$ cat src/rcs_map.svh
`ifndef RCS_MAP_SVH
`define RCS_MAP_SVH

// ==========================================================================
// Address map
// ==========================================================================
// Printed offsets are register indices; the byte address is four times the index.
`define RCS_ADDR_W 12
`define RCS_IDX_W 10
`define RCS_FLAGS_IDX 10'h08e
`define RCS_CFG_IDX 10'h08f

// ==========================================================================
// Field positions and reset values
// ==========================================================================
`define RCS_POR_BIT 1
`define RCS_BOR_BIT 0
`define RCS_CFG_BOD_BIT 0
`define RCS_POR_RST 1'b0
`define RCS_BOR_RST 1'b1
`define RCS_CFG_BOD_RST 1'b1

// ==========================================================================
// Bus answers
// ==========================================================================
`define RCS_RESP_OKAY 2'b00
`define RCS_RESP_SLVERR 2'b10

`endif

$ cat src/rcs_pkg.sv
`include "rcs_map.svh"

package rcs_pkg;

  // ==========================================================================
  // State of the bus slave and register file
  // ==========================================================================
  typedef struct packed {
    logic awready;
    logic wready;
    logic aw_got;
    logic [`RCS_ADDR_W-1:0] aw_addr;
    logic w_got;
    logic [7:0] w_data;
    logic w_lane0;
    logic bvalid;
    logic [1:0] bresp;
    logic arready;
    logic rvalid;
    logic [31:0] rdata;
    logic [1:0] rresp;
    logic flag_we;
    logic [1:0] flag_wd;
    logic bod_en;
  } rcs_slave_st_t;

  // ==========================================================================
  // State of one flag cell
  // ==========================================================================
  typedef struct packed {
    logic flag;
  } rcs_cell_st_t;

endpackage : rcs_pkg

$ cat src/rcs_cause_if.sv
`timescale 1ns/100ps
`default_nettype none

// Reset events in, per-flag clear requests out.
interface rcs_cause_if;
  logic por_event;
  logic bor_event;
  logic watchdog_reset;
  logic external_reset_pin;
  logic brownout_detect_enable;
  logic clr_por;
  logic clr_bor;

  modport decoder (
    input por_event,
    input bor_event,
    input watchdog_reset,
    input external_reset_pin,
    input brownout_detect_enable,
    output clr_por,
    output clr_bor
  );

  modport owner (
    output por_event,
    output bor_event,
    output watchdog_reset,
    output external_reset_pin,
    output brownout_detect_enable,
    input clr_por,
    input clr_bor
  );
endinterface : rcs_cause_if

`default_nettype wire

$ cat src/rcs_cause_decode.sv
`timescale 1ns/100ps
`default_nettype none

module rcs_cause_decode (
  // Events and clear requests
  rcs_cause_if.decoder cif
);
  import rcs_pkg::*;

  // ==========================================================================
  // Cause decode
  // ==========================================================================
  // A power-on event clears only the power-on flag, a brown-out event only the
  // brown-out flag, and the watchdog and pin resets touch neither, so those two
  // sources leave the same trace in the two flags.
  assign cif.clr_por = cif.por_event;
  // With the detector disabled the brown-out flag is left alone.
  assign cif.clr_bor = cif.bor_event & cif.brownout_detect_enable;
  // Watchdog and external pin resets are deliberately not decoded.

endmodule : rcs_cause_decode

`default_nettype wire

$ cat src/rcs_flag_cell.sv
`timescale 1ns/100ps
`default_nettype none

module rcs_flag_cell #(
  parameter logic RST_VAL = 1'b0
) (
  // Clock and reset
  input wire logic aclk,
  input wire logic aresetn,
  // Software write
  input wire logic wr_en,
  input wire logic wr_val,
  // Hardware clear
  input wire logic hw_clr,
  // Flag value
  output logic flag_q
);
  import rcs_pkg::*;

  rcs_cell_st_t st_reg;
  rcs_cell_st_t st_next;

  // ==========================================================================
  // Flag update
  // ==========================================================================
  // The hardware clear beats a software write in the same cycle, so an event
  // that lands while firmware rearms the flag is never lost.
  always_comb begin
    st_next = st_reg;
    if (hw_clr) begin
      st_next.flag = 1'b0;
    end else if (wr_en) begin
      st_next.flag = wr_val;
    end
  end

  always_ff @(posedge aclk) begin
    if (!aresetn) begin
      st_reg <= '{flag: RST_VAL};
    end else begin
      st_reg <= st_next;
    end
  end

  assign flag_q = st_reg.flag;

endmodule : rcs_flag_cell

`default_nettype wire

$ cat src/rcs_top.sv
// Added by the designer: register access over AXI4-Lite.
`timescale 1ns/100ps
`default_nettype none
`include "rcs_map.svh"

module rcs_top (
  // Clock and reset
  input wire logic aclk,
  input wire logic aresetn,
  // AXI4-Lite write address
  input wire logic [`RCS_ADDR_W-1:0] s_axi_awaddr,
  input wire logic [2:0] s_axi_awprot,
  input wire logic s_axi_awvalid,
  output logic s_axi_awready,
  // AXI4-Lite write data
  input wire logic [31:0] s_axi_wdata,
  input wire logic [3:0] s_axi_wstrb,
  input wire logic s_axi_wvalid,
  output logic s_axi_wready,
  // AXI4-Lite write response
  output logic [1:0] s_axi_bresp,
  output logic s_axi_bvalid,
  input wire logic s_axi_bready,
  // AXI4-Lite read address
  input wire logic [`RCS_ADDR_W-1:0] s_axi_araddr,
  input wire logic [2:0] s_axi_arprot,
  input wire logic s_axi_arvalid,
  output logic s_axi_arready,
  // AXI4-Lite read data
  output logic [31:0] s_axi_rdata,
  output logic [1:0] s_axi_rresp,
  output logic s_axi_rvalid,
  input wire logic s_axi_rready,
  // Reset event inputs
  input wire logic por_event,
  input wire logic bor_event,
  input wire logic watchdog_reset,
  input wire logic external_reset_pin,
  // Status
  output logic [7:0] reset_cause_flags,
  output logic brownout_detect_enable
);
  import rcs_pkg::*;

  rcs_slave_st_t s_reg;
  rcs_slave_st_t s_next;
  logic por_q;
  logic bor_q;
  logic [1:0] flags_now;
  logic [`RCS_IDX_W-1:0] aw_idx;
  logic [`RCS_IDX_W-1:0] ar_idx;

  rcs_cause_if cif ();

  // ==========================================================================
  // Cause decode and flag storage
  // ==========================================================================
  assign cif.por_event = por_event;
  assign cif.bor_event = bor_event;
  assign cif.watchdog_reset = watchdog_reset;
  assign cif.external_reset_pin = external_reset_pin;
  assign cif.brownout_detect_enable = s_reg.bod_en;

  rcs_cause_decode u_decode (
    .cif(cif.decoder)
  );

  rcs_flag_cell #(
    .RST_VAL(`RCS_POR_RST)
  ) u_por_flag (
    .aclk(aclk),
    .aresetn(aresetn),
    .wr_en(s_reg.flag_we),
    .wr_val(s_reg.flag_wd[`RCS_POR_BIT]),
    .hw_clr(cif.clr_por),
    .flag_q(por_q)
  );

  rcs_flag_cell #(
    .RST_VAL(`RCS_BOR_RST)
  ) u_bor_flag (
    .aclk(aclk),
    .aresetn(aresetn),
    .wr_en(s_reg.flag_we),
    .wr_val(s_reg.flag_wd[`RCS_BOR_BIT]),
    .hw_clr(cif.clr_bor),
    .flag_q(bor_q)
  );

  assign flags_now = {por_q, bor_q};
  assign aw_idx = s_reg.aw_addr[`RCS_ADDR_W-1:2];
  assign ar_idx = s_axi_araddr[`RCS_ADDR_W-1:2];

  // ==========================================================================
  // Bus slave
  // ==========================================================================
  // Only one write and one read are in flight; the ready lines drop while an
  // answer waits, which keeps the slave free of any response queue.
  always_comb begin
    s_next = s_reg;
    s_next.flag_we = 1'b0;
    if (s_reg.awready && s_axi_awvalid) begin
      s_next.aw_got = 1'b1;
      s_next.aw_addr = s_axi_awaddr;
    end
    if (s_reg.wready && s_axi_wvalid) begin
      s_next.w_got = 1'b1;
      s_next.w_data = s_axi_wdata[7:0];
      s_next.w_lane0 = s_axi_wstrb[0];
    end
    if (s_reg.bvalid && s_axi_bready) begin
      s_next.bvalid = 1'b0;
    end
    if (s_reg.aw_got && s_reg.w_got && !s_reg.bvalid) begin
      s_next.aw_got = 1'b0;
      s_next.w_got = 1'b0;
      s_next.bvalid = 1'b1;
      if (aw_idx == `RCS_FLAGS_IDX) begin
        s_next.bresp = `RCS_RESP_OKAY;
        s_next.flag_we = s_reg.w_lane0;
        // Upper data bits are dropped here and have no storage.
        s_next.flag_wd = s_reg.w_data[1:0];
      end else if (aw_idx == `RCS_CFG_IDX) begin
        s_next.bresp = `RCS_RESP_OKAY;
        if (s_reg.w_lane0) begin
          s_next.bod_en = s_reg.w_data[`RCS_CFG_BOD_BIT];
        end
      end else begin
        s_next.bresp = `RCS_RESP_SLVERR;
      end
    end
    s_next.awready = !s_next.aw_got && !s_next.bvalid;
    s_next.wready = !s_next.w_got && !s_next.bvalid;

    if (s_reg.rvalid && s_axi_rready) begin
      s_next.rvalid = 1'b0;
    end
    if (s_reg.arready && s_axi_arvalid) begin
      s_next.rvalid = 1'b1;
      s_next.rdata = 32'h0000_0000;
      if (ar_idx == `RCS_FLAGS_IDX) begin
        s_next.rresp = `RCS_RESP_OKAY;
        s_next.rdata[1:0] = flags_now;
      end else if (ar_idx == `RCS_CFG_IDX) begin
        s_next.rresp = `RCS_RESP_OKAY;
        s_next.rdata[`RCS_CFG_BOD_BIT] = s_reg.bod_en;
      end else begin
        s_next.rresp = `RCS_RESP_SLVERR;
      end
    end
    s_next.arready = !s_next.rvalid;
  end

  always_ff @(posedge aclk) begin
    if (!aresetn) begin
      s_reg <= '{
        awready: 1'b0,
        wready: 1'b0,
        aw_got: 1'b0,
        aw_addr: '0,
        w_got: 1'b0,
        w_data: 8'h00,
        w_lane0: 1'b0,
        bvalid: 1'b0,
        bresp: `RCS_RESP_OKAY,
        arready: 1'b0,
        rvalid: 1'b0,
        rdata: 32'h0000_0000,
        rresp: `RCS_RESP_OKAY,
        flag_we: 1'b0,
        flag_wd: 2'h0,
        bod_en: `RCS_CFG_BOD_RST
      };
    end else begin
      s_reg <= s_next;
    end
  end

  // ==========================================================================
  // Outputs
  // ==========================================================================
  assign s_axi_awready = s_reg.awready;
  assign s_axi_wready = s_reg.wready;
  assign s_axi_bresp = s_reg.bresp;
  assign s_axi_bvalid = s_reg.bvalid;
  assign s_axi_arready = s_reg.arready;
  assign s_axi_rdata = s_reg.rdata;
  assign s_axi_rresp = s_reg.rresp;
  assign s_axi_rvalid = s_reg.rvalid;
  // Unimplemented positions are constant zero, never storage.
  assign reset_cause_flags = {6'h00, por_q, bor_q};
  assign brownout_detect_enable = s_reg.bod_en;
endmodule : rcs_top

`default_nettype wire

$ cat config.mk
export PLATFORM = sky130hd
export DESIGN_NAME = rcs_top
export DESIGN_NICKNAME = d
export VERILOG_FILES = /design/src/rcs_pkg.sv /design/src/rcs_cause_if.sv /design/src/rcs_cause_decode.sv /design/src/rcs_flag_cell.sv /design/src/rcs_top.sv
export VERILOG_INCLUDE_DIRS = /design/src
export SDC_FILE = /design/constraint.sdc
export NUM_CORES = 1
export LEC_CHECK = 0
export ABC_CLOCK_PERIOD_IN_PS = 1230
export BUFFER_PORTS_ARGS = -buffer_cell sky130_fd_sc_hd__buf_2
export CAP_MARGIN = 10
export CELL_PAD_IN_SITES_DETAIL_PLACEMENT = 0
export CELL_PAD_IN_SITES_GLOBAL_PLACEMENT = 1
export CORE_MARGIN = 2
export CORE_UTILIZATION = 23
export DETAILED_ROUTE_END_ITERATION = 12
export PLACE_DENSITY_LB_ADDON = 0.12
export RECOVER_POWER = 100
export SETUP_SLACK_MARGIN = 0.02
export SLEW_MARGIN = 0
export SYNTH_ARGS = -nofsm -noshare
export SYNTH_HDL_FRONTEND = slang
export SYNTH_SLANG_ARGS = --single-unit
$ cat constraint.sdc
create_clock -name aclk -period 1.23 [get_ports aclk]
set_input_delay 0.123 -clock aclk [delete_from_list [all_inputs] [get_ports aclk]]
set_output_delay 0.123 -clock aclk [all_outputs]
set_load 0.005 [all_outputs]
# == After elaboration in Yosys (flattened, before gate mapping) ==
# Cells that the tools add are included.
# op_classes
eq_ne,4
n_bitwise,3
reduce_logical,19
mux,16
# ops
cell,count
"10-bit by 8-bit == test with 1-bit output, second input constant",4
35-bit two-way mux,1
13-bit two-way mux,1
10-bit two-way mux,1
1-bit logical AND,9
1-bit two-way mux,8
2-bit two-way mux,3
3-bit two-way mux,2
1-bit zero test,5
4-bit AND reduction,1
3-bit AND reduction,1
1-bit inverter,2
2-bit AND reduction,1
2-bit nonzero test,1
2-bit OR reduction,1
1-bit bitwise AND,1
# word_totals
output_inout_bits,50
reg_bits,40

# == Depth between registers and ports, before layout ==
# Gate-level depths: netlist of the first run.
# depth
ltp_word,6
ltp_mapped,4
depth_no_buf,3

# == Hierarchy ==
# A second synthesis of the first run with hierarchy kept.
# hier_totals
cells_unflattened,174
area_unflattened_um2,1580.3
# modules_own_cells
mod,cells_each,area_per_inst_um2,n_inst
rcs_top,166,1488.9,1
rcs_flag_cell (u_por_flag),3,42.5,1
rcs_flag_cell (u_bor_flag),3,35.0,1
rcs_cause_decode,2,13.8,1

# == Least setup slack after synthesis of the first run ==
# Ideal clock, no wire load.
# synth_timing
kind,register -> register
startpoint,reg s_reg (netlist bit aw_idx[4])
endpoint,reg s_reg (netlist bit brownout_detect_enable)
n_path_buf,0
path_stages_with_launch,4
setup_ns,0.072
t_arrival_ns,1.199
path_slack_ns,-0.040
required_time_ns,1.158
synth_period_minus_slack_ns,1.270
path_cell_list,dfxtp_1 -> or3_4 -> nor4_1 -> mux2i_1
# synth_between
elab_chain_cells,3
word_cells_on_any_way,4
# synth_lines
element,line_no,rtl
"start, declared",rcs_top.sv:45,rcs_slave_st_t s_reg;
"start signal, assigned",rcs_top.sv:156,s_reg <= '{
"start signal, assigned",rcs_top.sv:175,s_reg <= s_next;
10-bit by 8-bit == test with 1-bit output (no line),-,
1-bit inverter (no line),-,
4-bit AND reduction (no line) (*),-,
# Mark *: on every way between the ends. The rest lies on a longest branch, timed or not.
# A chain may end at the register's enable or synchronous reset.

# == Worst setup path in the final report of the first run ==
# layout_timing
startpoint,reg s_reg (netlist bit aw_idx[0])
endpoint,reg s_reg[1] (netlist bit)
# layout_between
elab_chain_cells,2
# layout_lines
element
10-bit by 8-bit == test with 1-bit output (no line)
2-bit AND reduction (no line)
# Every way passes these cells.

==> results of run 1 <==
-- worst register-to-register path: cells and delay by family (launching register included) --
| kind | cells | cell delay (ps) |
|---|---|---|
| and+or+nand+nor | 2 | 730 |
| muxes | 1 | 210 |
| DFF | 1 | 310 |
-- worst paths after layout --
kind,slack (ps),endpoint,depth (start not counted),from
setup / recovery,-80,s_reg[1],3,aw_idx[0]
hold / removal,10,u_por_flag.flag_q,2,por_event
setup reg to reg,-80,s_reg[1],3,aw_idx[0]
hold reg to reg,460,s_reg[45],2,s_reg[45]
-- cell usage after synthesis (3+ instances only) --
cell,number
buf_4,44
mux2i_1,5
and3_1,4
clkbuf_1,4
nor2_1,6
nand3_1,6
nand2b_1,3
dfxtp_1,30
a21oi_1,17
o21ai_0,4
nand2_1,32
-- layout by cell type (no fill, tap or decap) --
cell        n
nor4bb_1    1
and2_0      1
nand3b_4    1
a221oi_1    1
nor3_2      1
buf_6       1
conb_1     38
nand2_1    32
dfxtp_1    28
nand3_1     6
buf_2      36
nor3b_1     2
nor4_4      2
and4b_1     1
clkbuf_1    9
dfxtp_2     2
nor2b_1     1
nand4_1     1
clkbuf_2    2
nand4_4     1
clkinv_2    1
mux2i_1     5
clkbuf_8    6
or3_4       2
o21ai_0     4
buf_4       5
inv_1       2
nor3_1      1
and3_1      4
a21oi_1    17
nand2b_1    3
nor2_1      6
nand4bb_4   1
-- per-layer routing --
layer  vias to the layer above  track usage
met5                         -            0
met2                        44       0.1339
met4                         0      0.04329
met3                         6      0.03736
li1                        595            -
met1                       507       0.1178
-- power by group through the flow --
stage	sequential, uW	combinational (uW)	clock, uW
after detailed placement	1070	247	0
final	1050	246	815
after global placement	1070	249	0
after global routing	1050	280	910
after floorplan	1070	225	0
after CTS	1050	254	853
-- stage by stage --
step | instances | total power, uW | TNS, ps | setup WS [ps] | utilization
2_1_floorplan | 212 | 1292 | -82.08 | -34.40 | -
3_3_place_gp | 293 | 1318 | -274.9 | -78.15 | 0.2665
3_5_place_dp | 293 | 1316 | -260.7 | -78.76 | 0.2665
4_1_cts | 301 | 2156 | -269.2 | -98.59 | 0.2860
5_1_grt | 301 | 2244 | -509.6 | -144.3 | 0.2840
6_report | 301 | 2109 | -225.1 | -81.70 | 0.2840
-- cell type report --
cell class,instances,area (sq um),share of cell area
Inverter,2,7.507,0.004187
Clock buffer,7,86.33,0.04815
Timing Repair Buffer,52,269.0,0.1500
Tap cell,77,96.34,0.05373
Sequential cell,30,603.1,0.3364
Clock inverter,1,5.005,0.002791
Multi-Input combinational cell,132,725.7,0.4047
-- logic make-up after synthesis --
logic type	count (synthesis)	share of synthesized area
AO/OA/AOI/OAI	22	0.07596
buffers and inverters	50	0.2354
flip-flops	30	0.4007
multiplexers	5	0.03339
other	1	0.002502
AND/OR/NAND/NOR	67	0.2521
-- timing repair --
item                       CTS  global route
pin swaps                    3             0
hold buffers                 0             0
cloned                       0             0
setup endpoints to repair    4             6
resized for setup            5             2
==> flow_summary.yaml, run 1 <==
run_status:
  status: "complete, but fails checks"
  violations: "negative setup slack"
sta:
  fin_ws_ps: -81.70
  skew_ps: 4.502
  worst_hold_slack_ps: 11.98
  period_minus_slack_ps: 1312
  slew_viol_final: 0
  finalSetupViolations: 3
  grt_setup_unrepaired: "yes"
  period_share: 1.066
  hold_violations: 0
  fmax_mhz: 762.4
placement:
  gp_congestion: 0.6765
  dp_hpwl_microns: 2475
  io_buffers: 43
  postPlaceCellArea_sq_mm: 0.001683
global_route:
  groute.usage.overall: 0.09181
  grt_first_pass_wirelength_microns: 5092
  antenna_found_initial: 0
  grt_overflow_total: 0
  grt_pass1_vias: 1076
  grt_max_degree: 14
floorplan:
  initial_core_util: 0.2374
  die_w_microns: 84.73
  die_area_sq_mm: 0.007179
  coreArea_sq_mm: 0.006314
  dieHeight_microns: 84.73
  rows: 29
  io_pins: 127
clocking:
  h-tree-depth: 2
  tritoncts: "yes"
  cts_setup_buffers: 0
  clock_latency_ps: 280
  cts.clk_slew.worst_paths_ps: 60
  root_buffer: "clkbuf_8"
  cts_buffers: 5
  clk_path_buf_depth: 2
  clkSinkCount: 30
setup_path:
  worstPathRequired_ps: 1440
  crit_slowest_cell: "or3_4"
  path_max_fanout: 3
  cp-start-kind: "flip-flop"
  cp_cell_sequence: "or3_4 > nor4_4 > mux2i_1"
  path_class: "flip-flop to flip-flop"
  cp-end-kind: "flip-flop"
  path_delay_family: "simple AND/OR/NAND/NOR gates"
  critPathBufInv: 0
  worstPathArrival_ps: 1520
  cpPeakStageDelay_ps: 390
routing:
  maxUsedRoutingLayer: "met4"
  dr_total_vias: 1152
  route.layer.met1.wl_microns: 1426
  dr.first_iter.drc_count: 19
  avgViaCountPerCell: 3.827
  postRouteWirelength_microns: 3094
  firstDrtPassIters: 4
  drcViolationCount: 0
  postRouteAntennaNets: 0
  wl_met3_microns: 242
  wl_per_cell_microns: 10.28
  route.met2.wl_microns: 1358
power_and_ir_drop:
  pwr-share-clk: 0.386
  switchingPower_uw: 531.6
  p_leak_uw: 0.0008151
  p_int_uw: 1578
  swShare: 0.2520
  p_comb_frac: 0.117
  sequentialPowerShare: 0.497
  power_density_mw_per_mm2: 1176
  peakVddDrop_mv: 0.3445
synth:
  synth.top_cell.area_share: 0.4007
  synth_top_cell_by_area: "dfxtp_1"
  ys_async_sr_fraction: 0
  synth_cells: 175
  synthFlopType: "dfxtp_1"
  synth-seq-cells: 30
  syn_area_sq_mm: 0.001499
  synth_cell_types: 28
  synthTopCellsByArea: "dfxtp_1, buf_4, nand2_1, a21oi_1, mux2i_1"
  synth_edf_count: 0
  ys_warn_count: 0
  ys_seq_area_frac: 0.4007
  avgSynthCellArea_sq_um: 8.565
layout:
  area_growth_pct: 19.62
  design_area_sq_mm: 0.001793
  largest_register_ffs: 10
  nNetsFinal: 300
  drive_gt1_frac: 0.2723
  fill_cells: 731
  diodes: 0
job:
  maxCapViolCount: 0
hold_path:
  holdCritPathClass: "input pin to flip-flop"
Note: power is estimated with default switching activity, not from simulation.
==> run 2: changes to the inputs <==
Settings changed: CTS_BUF_LIST set to sky130_fd_sc_hd__clkbuf_2 sky130_fd_sc_hd__clkbuf_4 sky130_fd_sc_hd__clkbuf_8.
==> flow_summary.yaml, run 2 (synthesis results as in run 1) <==
run_status:
  status: "complete, but fails checks"
  violations: "negative setup slack"
power_and_ir_drop:
  finalPower_uw: 2131
  pwr-share-clk: 0.392
  sequentialPowerShare: 0.492
  switchingPower_uw: 530.8
  p_comb_frac: 0.116
  swShare: 0.2491
  power_density_mw_per_mm2: 1186
  p_int_uw: 1600
  peakVddDrop_mv: 0.3425
  p_leak_uw: 0.0008186
setup_path:
  worstPathRequired_ps: 1440
  critPathBufInv: 0
  cp_cell_sequence: "or3_4 > nor4_4 > mux2i_1"
  path_class: "flip-flop to flip-flop"
  cp-end-kind: "flip-flop"
  cpPeakStageDelay_ps: 390
  reg2reg_from: "aw_idx[0]"
  reg2regPathDepth: 3
  worstPathArrival_ps: 1520
  path_delay_family: "simple AND/OR/NAND/NOR gates"
  r2r_setup_slack_ps: -80
  worstReg2RegEnd: "s_reg[1]"
  path_max_fanout: 3
  crit_slowest_cell: "or3_4"
  cp-start-kind: "flip-flop"
routing:
  dr_total_vias: 1155
  postRouteAntennaNets: 0
  dr.first_iter.drc_count: 21
  postRouteWirelength_microns: 3097
  avgViaCountPerCell: 3.837
  wl_per_cell_microns: 10.29
  drcViolationCount: 0
  firstDrtPassIters: 4
layout:
  layout_commonest_cell: "conb_1"
  area_growth_pct: 19.87
  drive_gt1_frac: 0.2768
  diodes: 0
  nNetsFinal: 300
  finalNonFillerCells: 301
  largest_register_ffs: 10
  layout_common_cells: "conb_1, buf_2, nand2_1"
  fill_cells: 729
sta:
  hold_violations: 0
  slew_viol_final: 0
  finalSetupViolations: 3
  skew_ps: 4.651
  fmax_mhz: 762.6
  grt_setup_unrepaired: "yes"
  period_minus_slack_ps: 1311
  fin_ws_ps: -81.26
  period_share: 1.066
clocking:
  clk_path_buf_depth: 2
  clkSinkCount: 30
  tritoncts: "yes"
  cts-hold-fix-buffers: 0
  root_buffer: "clkbuf_8"
  clock_latency_ps: 280
  cts.clk_slew.worst_paths_ps: 60
  cts_buffers: 5
  h-tree-depth: 2
hold_path:
  holdCritPathClass: "input pin to flip-flop"
  hold_start: "por_event"
  min_path_cells: 2
  hold_end: "u_por_flag.flag_q"
placement:
  io_buffers: 43
  dp.cells: 293
  dp_hpwl_microns: 2475
  dp_slack_ps: -78.76
  gp_congestion: 0.6765
floorplan:
  rows: 29
  initial_core_util: 0.2374
  die_w_microns: 84.73
  dieHeight_microns: 84.73
  io_pins: 127
  coreArea_sq_mm: 0.006314
  die_area_sq_mm: 0.007179
global_route:
  grt_first_pass_wirelength_microns: 5078
  grt_pass1_vias: 1076
  grt_max_degree: 14
  groute.usage.overall: 0.09161
  grt_overflow_total: 0
  antenna_found_initial: 0
job:
  maxCapViolCount: 0
## run 2: cell counts in the layout (fill, tap and decap cells not counted)
Identical to the previous run, type by type.
## run 2: what timing repair did
action	4_1_cts	5_1_grt
buffers inserted	0	0
endpoints found under the setup margin	4	6
pin swaps	3	0
gates resized for setup	5	2
## run 2: cell type report
class,count,area [sq um],share of cell area
clock inverters,1,5.005,0.002786
multi-input cells,132,725.7,0.4039
inverters,2,7.507,0.004178
clock buffers,7,90.09,0.05014
repair buffers,52,269.0,0.1497
flip-flops and latches,30,603.1,0.3357
well taps,77,96.34,0.05362
## run 2: how the worst max path moves through the flow
stage | start | depth (start not counted) | slack (ps) | end
finish | aw_idx[0] | 3 | -80 | s_reg[1]
global route | aw_idx[0] | 3 | -140 | s_reg[2]
CTS | aw_idx[0] | 3 | -100 | s_reg[2]
detailed placement | aw_idx[0] | 3 | -80 | s_reg[1]
global placement | aw_idx[0] | 3 | -80 | s_reg[2]
floorplan | aw_idx[0] | 3 | -30 | s_reg[1]
## run 2: through the flow
stage | cell area, sq um | utilization | setup TNS, ps | hold WS, ps
after floorplan | 1649 | - | -82.08 | 202.3
after global placement | 1683 | 0.2665 | -274.9 | 303.8
after detailed placement | 1683 | 0.2665 | -260.7 | 300.3
after CTS | 1809 | 0.2866 | -269.2 | 2.619
after global routing | 1797 | 0.2846 | -509.6 | 8.976
final | 1797 | 0.2846 | -223.7 | 12.89
## run 2: routing by layer
metal / vias to the layer above / track usage / share of wire
li1: 595 / - / -
met1: 510 / 0.1172 / 0.46
met2: 44 / 0.1339 / 0.44
met3: 6 / 0.03736 / 0.077
met4: 0 / 0.04329 / 0.022
met5: - / 0 / 0
## run 2: power groups by stage
stage	sequential, uW	combinational (uW)	clock, uW
after floorplan	1070	225	0
after global placement	1070	249	0
after detailed placement	1070	247	0
after CTS	1050	254	874
after global routing	1050	280	932
final	1050	246	836
